### src/rirl_pkg.sv
// Package for the relay indication and reset logic.
// Assumes one clock domain; consumers reference names with rirl_pkg:: prefix.
package rirl_pkg;
    localparam int NUM_STAGES = 5;          // Low, high, very-high OC, low EF, high EF
    localparam int NUM_OUTS = 4;
    localparam int NUM_PHASES = 3;
    localparam int CODE_W = 4;
    localparam int FAULT_W = 10;
    localparam int MAX_SERIAL_EVENTS = 8;
    localparam logic [3:0] CODE_NONE = 4'h0;
    localparam logic [3:0] CODE_HIGH_EF_START = 4'h9;
    localparam logic [3:0] CODE_HIGH_EF_OPER = 4'hA;
    localparam logic [1:0] BANK_MAIN = 2'h0;
    // Switchgroup bit positions in ext_input_switchgroup
    localparam int SGB_IND_BIT = 0;
    localparam int SGB_UNL_BIT = 1;
    localparam int SGB_ERASE_BIT = 2;
    localparam int SGB_BANK_BIT = 3;
    localparam int SGB_W = 4;
    // Trip lamp mode bits: per-output enable of the lamp
    localparam int LAMP_SG_W = NUM_OUTS;
    // Register offsets on the plain port
    localparam logic [3:0] ADDR_STATUS = 4'h0;
    localparam logic [3:0] ADDR_MASK = 4'h1;
    localparam logic [3:0] ADDR_CODE = 4'h2;
    localparam logic [3:0] ADDR_CMD = 4'h3;
    localparam logic [3:0] ADDR_CFG = 4'h4;
    localparam logic [3:0] ADDR_FAULT = 4'h5;
    localparam logic [3:0] ADDR_PHASE = 4'h6;
    localparam logic [3:0] ADDR_RECORD = 4'h7;
    localparam logic [3:0] ADDR_BANK = 4'h8;
    // Command bits
    localparam int CMD_RESET_A_BIT = 0;
    localparam int CMD_RESET_B_BIT = 1;
    localparam int CMD_BANK_BIT = 2;
    // Status / interrupt bits
    localparam int IRQ_TRIP = 0;
    localparam int IRQ_FAULT = 1;
    localparam int IRQ_RESET = 2;
    localparam int IRQ_W = 3;
    localparam logic [7:0] CFG_RESET = 8'h00;
endpackage : rirl_pkg

### src/rirl_indication.sv
// Indication and reset logic of a protection relay module.
// Assumes stage, button and control inputs come from pins (synchronised here except the bank buttons)
// and a register master on mclk using the plain strobe port.
//
// Function
// - Bank changes from the serial bus or buttons are ignored while external inputs choose the bank.
// - Resets are accepted from the buttons, an external control input and the serial bus.
// - Reset button clears indicators, program with dark display also unlatches, both also erase.
// - External inputs reset only when an enabling switch bit selects one of three levels.
// - First serial reset command clears and unlatches, the second also erases records.
// - Trip codes and the trip lamp stay lit until an explicit reset.
// - Start codes clear when the stage resets unless the per-stage hold switch keeps them.
// - A started stage that operates shows its operate code instead of its start code.
// - One trip lamp serves all stages, its behaviour set by one switchgroup.
// - The displayed code is readable over the serial port with the same value.
// - Codes are odd for start and next even for operate per stage, 9 for high earth-fault start.
// - Latched indicators never affect protection or output behaviour.
// - On operation a lamp lights per phase above start level, cleared by the reset button.
// - A permanent fault lights the internal-fault lamp and alarm output together.
// - The fault code shows a leading one and a code, and no reset clears it.
// - Trip outputs with the self-holding switch set stay on until an unlatching reset.
//
// Chosen here: the register addresses and strobed register access.
`timescale 1ns/1ps
module rirl_indication #(
    parameter int NST = rirl_pkg::NUM_STAGES,
    parameter int NOUT = rirl_pkg::NUM_OUTS,
    parameter int NPH = rirl_pkg::NUM_PHASES,
    parameter int REC_DEPTH = rirl_pkg::MAX_SERIAL_EVENTS
) (
    input wire logic mclk,
    input wire logic reset,
    input wire logic [NST-1:0] stage_start,
    input wire logic [NST-1:0] stage_oper,
    input wire logic [NPH-1:0] phase_over,
    input wire logic [NOUT-1:0] trip_cause,
    input wire logic btn_reset_n,
    input wire logic btn_program_n,
    input wire logic display_dark,
    input wire logic ext_ctrl_in_a,
    input wire logic ext_ctrl_in_b,
    input wire logic ext_remote_reset_in,
    input wire logic btn_bank_req,
    input wire logic btn_bank_val,
    input wire logic fault_detect,
    input wire logic [rirl_pkg::FAULT_W-1:0] fault_code_in,
    input wire logic [3:0] addr,
    input wire logic [7:0] wdata,
    input wire logic wr,
    input wire logic rd,
    output logic [7:0] rdata,
    output logic [rirl_pkg::CODE_W-1:0] display_code,
    output logic trip_lamp,
    output logic [NPH-1:0] phase_lamp,
    output logic [NOUT-1:0] trip_out,
    output logic internal_fault_lamp,
    output logic fault_alarm_out,
    output logic [rirl_pkg::FAULT_W:0] fault_display,
    output logic active_bank,
    output logic irq
);
    localparam int RAW = NST * 2 + NPH + NOUT + 7;
    localparam int RA = $clog2(REC_DEPTH);

    typedef struct packed {
        logic [RAW-1:0] s1;
        logic [RAW-1:0] s2;
        logic [NST-1:0] start_ind;
        logic [NST-1:0] oper_ind;
        logic [NPH-1:0] phase_ind;
        logic [NOUT-1:0] hold_out;
        logic lamp;
        logic fault;
        logic [rirl_pkg::FAULT_W-1:0] fcode;
        logic [NST-1:0] start_hold_sg;
        logic [NOUT-1:0] out_hold_sg;
        logic [rirl_pkg::LAMP_SG_W-1:0] lamp_sg;
        logic [rirl_pkg::SGB_W-1:0] ext_input_switchgroup;
        logic serial_second;
        logic bank;
        logic [rirl_pkg::IRQ_W-1:0] status;
        logic [rirl_pkg::IRQ_W-1:0] mask;
        logic [RA-1:0] rec_ptr;
        logic [NST-1:0] oper_prev;
        logic [7:0] rdata;
        logic rd_rec;
    } rirl_state_s;

    rirl_state_s q;
    rirl_state_s d;

    logic [NST-1:0] st_s;
    logic [NST-1:0] op_s;
    logic [NPH-1:0] ph_s;
    logic [NOUT-1:0] tc_s;
    logic b_rst;
    logic b_prg;
    logic dark_s;
    logic in_a;
    logic in_b;
    logic in_r;
    logic bank_req_s;
    logic bank_val_s;
    logic flt_s;
    logic ext_any;
    logic clr_ind;
    logic clr_unl;
    logic clr_erase;
    logic [rirl_pkg::CODE_W-1:0] code;
    logic [NST-1:0] oper_new;
    logic rec_wr;
    logic [7:0] rec_rd;

    assign {st_s, op_s, ph_s, tc_s, b_rst, b_prg, dark_s, in_a, in_b, in_r, flt_s} = q.s2;
    assign bank_req_s = btn_bank_req;
    assign bank_val_s = btn_bank_val;
    assign ext_any = in_a | in_b | in_r;
    assign oper_new = op_s & ~q.oper_prev;
    assign rec_wr = |oper_new;

    // Lowest-numbered active stage wins the display
    always_comb begin
        code = rirl_pkg::CODE_NONE;
        for (int i = NST - 1; i >= 0; i--) begin
            if (q.oper_ind[i]) begin
                code = 4'(2 * i + 2);
            end else if (q.start_ind[i]) begin
                code = 4'(2 * i + 1);
            end
        end
    end

    always_comb begin
        logic ext_reset_req;
        logic serial_a;
        logic serial_b;
        ext_reset_req = 1'b0;
        serial_a = 1'b0;
        serial_b = 1'b0;
        d = q;
        d.s1 = {stage_start, stage_oper, phase_over, trip_cause, ~btn_reset_n, ~btn_program_n,
                display_dark, ext_ctrl_in_a, ext_ctrl_in_b, ext_remote_reset_in, fault_detect};
        d.s2 = q.s1;
        d.oper_prev = op_s;
        d.rdata = 8'h00;
        // Record memory answers from its own read register
        d.rd_rec = rd && addr == rirl_pkg::ADDR_RECORD;

        // Serial command decode
        if (wr && addr == rirl_pkg::ADDR_CMD) begin
            serial_a = wdata[rirl_pkg::CMD_RESET_A_BIT];
            serial_b = wdata[rirl_pkg::CMD_RESET_B_BIT];
            if (!q.ext_input_switchgroup[rirl_pkg::SGB_BANK_BIT]) begin
                if (wdata[rirl_pkg::CMD_BANK_BIT]) begin
                    d.bank = ~q.bank;
                end
            end
        end
        if (wr && addr == rirl_pkg::ADDR_CFG) begin
            d.start_hold_sg = wdata[NST-1:0];
        end
        if (wr && addr == rirl_pkg::ADDR_BANK) begin
            d.out_hold_sg = wdata[NOUT-1:0];
            d.lamp_sg = wdata[4 +: rirl_pkg::LAMP_SG_W];
        end
        if (wr && addr == rirl_pkg::ADDR_RECORD) begin
            d.ext_input_switchgroup = wdata[rirl_pkg::SGB_W-1:0];
        end
        if (wr && addr == rirl_pkg::ADDR_MASK) begin
            d.mask = wdata[rirl_pkg::IRQ_W-1:0];
        end

        // Serial first then second command
        if (serial_a || serial_b) begin
            if (q.serial_second || serial_b) begin
                d.serial_second = 1'b0;
                serial_b = 1'b1;
            end else begin
                d.serial_second = 1'b1;
                serial_a = 1'b1;
            end
        end

        // Bank selection
        if (q.ext_input_switchgroup[rirl_pkg::SGB_BANK_BIT]) begin
            d.bank = ext_any;
        end else if (bank_req_s) begin
            d.bank = bank_val_s;
        end

        // Reset sources ORed per action
        ext_reset_req = ext_any && !q.ext_input_switchgroup[rirl_pkg::SGB_BANK_BIT];
        clr_ind = b_rst || b_prg && dark_s || serial_a || serial_b
            || ext_reset_req && |q.ext_input_switchgroup[rirl_pkg::SGB_ERASE_BIT:rirl_pkg::SGB_IND_BIT];
        clr_unl = (b_prg && dark_s) || serial_a || serial_b
            || ext_reset_req && |q.ext_input_switchgroup[rirl_pkg::SGB_ERASE_BIT:rirl_pkg::SGB_UNL_BIT];
        clr_erase = (b_rst && b_prg) || serial_b
            || ext_reset_req && q.ext_input_switchgroup[rirl_pkg::SGB_ERASE_BIT];

        // Indicators: start codes follow stage unless held
        for (int i = 0; i < NST; i++) begin
            if (st_s[i]) begin
                d.start_ind[i] = 1'b1;
            end else if (!q.start_hold_sg[i] || clr_ind) begin
                d.start_ind[i] = 1'b0;
            end
            if (op_s[i]) begin
                d.oper_ind[i] = 1'b1;
            end else if (clr_ind) begin
                d.oper_ind[i] = 1'b0;
            end
        end

        // Phase lamps latch on any operation
        for (int p = 0; p < NPH; p++) begin
            if (rec_wr && ph_s[p]) begin
                d.phase_ind[p] = 1'b1;
            end else if (b_rst || clr_ind) begin
                d.phase_ind[p] = 1'b0;
            end
        end

        // Held outputs; indicators are not fed back into outputs
        for (int o = 0; o < NOUT; o++) begin
            if (tc_s[o] && q.out_hold_sg[o]) begin
                d.hold_out[o] = 1'b1;
            end else if (clr_unl) begin
                d.hold_out[o] = 1'b0;
            end
        end

        // Shared trip lamp
        if (|(tc_s & q.lamp_sg)) begin
            d.lamp = 1'b1;
        end else if (clr_ind) begin
            d.lamp = 1'b0;
        end

        // Permanent fault, never reset
        if (flt_s && !q.fault) begin
            d.fault = 1'b1;
            d.fcode = fault_code_in;
        end

        if (clr_erase) begin
            d.rec_ptr = '0;
        end else if (rec_wr) begin
            d.rec_ptr = q.rec_ptr + 1'b1;
        end

        // Sticky status, set wins over clear
        if (wr && addr == rirl_pkg::ADDR_STATUS) begin
            d.status = q.status & ~wdata[rirl_pkg::IRQ_W-1:0];
        end
        if (|tc_s) begin
            d.status[rirl_pkg::IRQ_TRIP] = 1'b1;
        end
        if (flt_s && !q.fault) begin
            d.status[rirl_pkg::IRQ_FAULT] = 1'b1;
        end
        if (clr_ind) begin
            d.status[rirl_pkg::IRQ_RESET] = 1'b1;
        end

        if (rd) begin
            unique case (addr)
                rirl_pkg::ADDR_STATUS: d.rdata = {5'h00, q.status};
                rirl_pkg::ADDR_MASK: d.rdata = {5'h00, q.mask};
                rirl_pkg::ADDR_CODE: d.rdata = {4'h0, code};
                rirl_pkg::ADDR_CFG: d.rdata = 8'(q.start_hold_sg);
                rirl_pkg::ADDR_FAULT: d.rdata = q.fcode[7:0];
                rirl_pkg::ADDR_PHASE: d.rdata = 8'({q.fault, q.phase_ind});
                rirl_pkg::ADDR_RECORD: d.rdata = 8'h00;
                rirl_pkg::ADDR_BANK: d.rdata = {q.lamp_sg, q.out_hold_sg};
                default: d.rdata = 8'h00;
            endcase
        end
    end

    always_ff @(posedge mclk or posedge reset) begin
        if (reset) begin
            q <= '0;
        end else begin
            q <= d;
        end
    end

    rirl_record_mem #(
        .DEPTH(REC_DEPTH),
        .WIDTH(8)
    ) u_rec (
        .mclk(mclk),
        .reset(reset),
        .wr_en(rec_wr),
        .wr_addr(q.rec_ptr),
        .wr_data({4'h0, code}),
        .erase(clr_erase),
        .rd_addr(addr[RA-1:0]),
        .rd_data(rec_rd)
    );

    assign rdata = q.rd_rec ? rec_rd : q.rdata;
    assign display_code = code;
    assign trip_lamp = q.lamp;
    assign phase_lamp = q.phase_ind;
    assign trip_out = tc_s | q.hold_out;
    assign internal_fault_lamp = q.fault;
    assign fault_alarm_out = q.fault;
    assign fault_display = {q.fault, q.fcode};
    assign active_bank = q.bank;
    assign irq = |(q.status & q.mask);
endmodule : rirl_indication

### src/rirl_record_mem.sv
// Small record memory of operate events, register read output.
// Assumes synchronous use on mclk; erase clears all entries.
`timescale 1ns/1ps
module rirl_record_mem #(
    parameter int DEPTH = 8,
    parameter int WIDTH = 8
) (
    input wire logic mclk,
    input wire logic reset,
    input wire logic wr_en,
    input wire logic [$clog2(DEPTH)-1:0] wr_addr,
    input wire logic [WIDTH-1:0] wr_data,
    input wire logic erase,
    input wire logic [$clog2(DEPTH)-1:0] rd_addr,
    output logic [WIDTH-1:0] rd_data
);
    logic [WIDTH-1:0] mem_q [DEPTH];

    always_ff @(posedge mclk or posedge reset) begin
        if (reset) begin
            for (int i = 0; i < DEPTH; i++) begin
                mem_q[i] <= '0;
            end
            rd_data <= '0;
        end else begin
            if (erase) begin
                for (int i = 0; i < DEPTH; i++) begin
                    mem_q[i] <= '0;
                end
            end else if (wr_en) begin
                mem_q[wr_addr] <= wr_data;
            end
            rd_data <= mem_q[rd_addr];
        end
    end
endmodule : rirl_record_mem

### config.mk
export PLATFORM = sky130hd
export DESIGN_NAME = rirl_indication
export DESIGN_NICKNAME = d
export VERILOG_FILES = /design/src/rirl_pkg.sv /design/src/rirl_indication.sv /design/src/rirl_record_mem.sv
export SDC_FILE = /design/constraint.sdc
export NUM_CORES = 1
export LEC_CHECK = 0
export CAP_MARGIN = 20
export CORE_MARGIN = 5
export CORE_UTILIZATION = 57
export CTS_CLUSTER_DIAMETER = 150
export CTS_CLUSTER_SIZE = 14
export DETAILED_ROUTE_END_ITERATION = 10
export DONT_BUFFER_PORTS = 1
export PLACE_DENSITY = 0.73
export SYNTH_ARGS = -nofsm -noshare
export SYNTH_HDL_FRONTEND = slang
export SYNTH_SLANG_ARGS = --single-unit
### constraint.sdc
create_clock -name mclk -period 8.6 [get_ports mclk]
set_clock_uncertainty 0.2 [all_clocks]
set_input_delay 0.86 -clock mclk [delete_from_list [all_inputs] [get_ports mclk]]
set_output_delay 0.86 -clock mclk [all_outputs]
set_load 0.01 [all_outputs]
==> flow_metrics.env <==
export IMPL_htreeDepth=4
export IMPL_syn_area_um2=6300
export IMPL_p_leak_nw=3.02
export IMPL_cellPowerDensity_nw_per_um2=264
export IMPL_num_io_pins=87
export IMPL_path_clk_slew_ns=0.07
export IMPL_grt_max_degree=97
export IMPL_synth_edf_count=0
export IMPL_hold_class="flip-flop to flip-flop"
export IMPL_die_y_um=115
export IMPL_clock_latency_ns=0.53
export IMPL_tightest_slew_ns=0.973
export IMPL_cts_resized=0
export IMPL_postSynth_asyncResetShare=1.00
export IMPL_globalplace_congestion=0.828
export IMPL_cts_setup_buffers=0
export IMPL_post_dp_hpwl_um=8520
export IMPL_dieArea_um2=13300
export IMPL_synth_area_leaders="dfrtp_1, mux2_2, mux2i_1"
export IMPL_crit_arrival_ns=2.10
export IMPL_synth_xor_area_frac=0.00417
export IMPL_nets=522
export IMPL_syn_avg_cell_area_um2=12.9
export IMPL_cp_end_kind="primary output"
export IMPL_numCtsBuffers=17
export IMPL_num_fill_cells=838
export IMPL_yosysTopAreaCellShare=0.616
export IMPL_holdBufCountCts=0
export IMPL_synthAdderAreaFrac=0.00199
export IMPL_cp_slowest_cell="dfrtp_1"
export IMPL_hold_viol=0
export IMPL_power_frac_seq=0.494
export IMPL_slew_headroom=0.350
export IMPL_drive_gt1_frac=0.198
export IMPL_ys_seq_area_frac=0.616
export IMPL_ant_nets=0
export IMPL_switchingPower_w=0.000476
export IMPL_period_share=0.367
export IMPL_grt_pass1_vias=3835
export IMPL_fmax_ghz=0.316
export IMPL_start_kind="flip-flop"
export IMPL_antennaDiodeCount=0
export IMPL_irDropWorstVdd_v=0.000188
export IMPL_internal_power_w=0.00132
export IMPL_synth_seq_cells=155
export IMPL_synth_top_family_by_area="multiplexers"
export IMPL_initial_core_util=0.581
export IMPL_netlist_top_cells_count="dfrtp_1, nor2_1, mux2_2, mux2i_1, nand2_1"
export IMPL_cap_viol_max_count=0
export IMPL_vias=3748
export IMPL_setup_viol=0
export IMPL_area_growth_pct=8.26
export IMPL_viasPerCell=6.04
export IMPL_crit_required_ns=7.54
export IMPL_grt_pass1_wl_um=20400
export IMPL_track_usage=0.203
export IMPL_synth_compound_area_frac=0.0937
export IMPL_worstSetupPathType="flip-flop to primary output"
export IMPL_synth_simple_area_share=0.0973
export IMPL_hold_worst_slack_ns=0.145
export IMPL_maxSlewViolCount=0
export IMPL_path_cells="or3b_1 > a311o_1 > a21oi_4"
export IMPL_overflow=0
export IMPL_power_frac_comb=0.121
export IMPL_wire_per_inst_um=20.2
export IMPL_place_port_buffers=0
export IMPL_cp_buffers_inverters=0
export IMPL_synth_warnings=0
export IMPL_cts_buffer_depth=2
export IMPL_cp_top_family="compound AO/OA/AOI/OAI gates"
export IMPL_cts_tree="built"
export IMPL_slowest_delay_ns=0.40
export IMPL_clockPowerShare=0.384
export IMPL_row_count=38
export IMPL_die_w_um=115
export IMPL_wl_um=12600
export IMPL_worstPathMaxFanout=10
export IMPL_outcome="complete, no violations"
export IMPL_syn_nets=541
export IMPL_period_minus_slack_ns=3.16
export IMPL_root_buffer="clkbuf_8"
export IMPL_drc=0
export IMPL_yosysMostFrequentCell="dfrtp_1"
export IMPL_core_area_um2=10800
export IMPL_synth_top_area_cell="dfrtp_1"
export IMPL_cts_sinks=155
export IMPL_dr_first_iter_drc_count=286
export IMPL_rsz0062_at_grt="no"
export IMPL_synthCells=488
export IMPL_tns_ns=0
export IMPL_swShare=0.265
export IMPL_antenna_found_initial=0
export IMPL_first_pass_iters=4
export IMPL_dominantRegCellSynth="dfrtp_1"
export IMPL_synthMuxAreaShare=0.143
export IMPL_ys_types=58
logic make-up (layout without fill, tap and decap cells):
logic type | after synthesis | in the layout
flip-flops | 155 | 155
AND/OR/NAND/NOR | 126 | 126
AO/OA/AOI/OAI | 79 | 79
multiplexers | 75 | 75
buffers and inverters | 49 | 42
XOR/XNOR | 3 | 3
adder cells (fa/ha/maj) | 1 | 1
area by class of cell:
| type | count | area (µm²) | area share |
|---|---|---|---|
| inverter | 9 | 38.8 | 0.00569 |
| tap | 140 | 175 | 0.0257 |
| sequential | 155 | 3880 | 0.569 |
| clock inverter | 11 | 124 | 0.0182 |
| timing repair buffer | 2 | 35.0 | 0.00514 |
| clock buffer | 20 | 425 | 0.0624 |
| multi-input combinational | 284 | 2140 | 0.314 |
worst reg2reg max path: cells and delay by family, from the launching register on:
family,cells,cell delay (ns)
AOI/OAI and AO/OA,3,0.98
and+or+nand+nor,2,0.52
DFF,1,0.40
state kept, by name (all words and copies together) (netlist names), 3 cells and up:
name / flops
ph_s: 3
u_rec.rd_data: 4
phase_lamp: 3
u_rec.mem_q: 32
fault_display: 10
d: 29
q: 64
placed cells by master, fill, tap and decap left out, types with 4 or more instances in the layout:
master / n
nor3b_1: 4
mux2_2: 40
nand3_1: 16
mux4_2: 8
a22o_1: 10
a22oi_1: 7
a31o_2: 4
nand2_1: 25
or2_2: 5
o21ai_0: 7
nor2_1: 47
clkbuf_16: 16
inv_1: 8
mux2i_1: 27
a21oi_1: 19
nor2b_1: 11
dfrtp_1: 155
a21o_1: 7
worst paths after layout:
check,from,endpoint,slack (ns),cells past startpoint
min in group asynchronous,reset,q[25]$_DFFE_PP0P_,0.17,1
max,q[65]$_DFFE_PP0P_,display_code[0],5.44,3
min reg2reg,d[78]$_DFF_PP0_,q[78]$_DFF_PP0_,0.15,0
max in group asynchronous,reset,ph_s[1]$_DFF_PP0_,6.79,2
min,d[78]$_DFF_PP0_,q[78]$_DFF_PP0_,0.15,0
max reg2reg,q[65]$_DFFE_PP0P_,q[1]$_DFF_PP0_,6.44,5
per-stage QoR:
stage | area, µm² | setup WS (ns) | total power (W) | std cells | util
2_1_floorplan | 6300 | 3.36 | 0.00107 | 488 | -
4_1_cts | 6790 | 5.42 | 0.00181 | 620 | 0.627
6_report | 6820 | 5.44 | 0.00180 | 621 | 0.629
3_3_place_gp | 6240 | 5.70 | 0.00110 | 589 | 0.576
5_1_grt | 6820 | 5.35 | 0.00188 | 621 | 0.629
3_5_place_dp | 6240 | 5.59 | 0.00111 | 589 | 0.576
layer usage:
layer | part of all wire | track usage | vias up
met3 | 0.072 | 0.0568 | 17
met5 | 0 | 0 | -
met1 | 0.43 | 0.281 | 1929
li1 | - | - | 1676
met4 | 0.021 | 0.0822 | 0
met2 | 0.48 | 0.308 | 126
power by group through the flow:
| stage | Combinational, W | Clock [W] | Sequential, W |
|---|---|---|---|
| 2_1_floorplan | 0.000212 | 0 | 0.000858 |
| 3_3_place_gp | 0.000206 | 0 | 0.000894 |
| 3_5_place_dp | 0.000213 | 0 | 0.000900 |
| 4_1_cts | 0.000214 | 0.000707 | 0.000888 |
| 5_1_grt | 0.000243 | 0.000740 | 0.000900 |
| 6_report | 0.000218 | 0.000691 | 0.000889 |
Note: power is estimated with default switching activity, not from simulation.
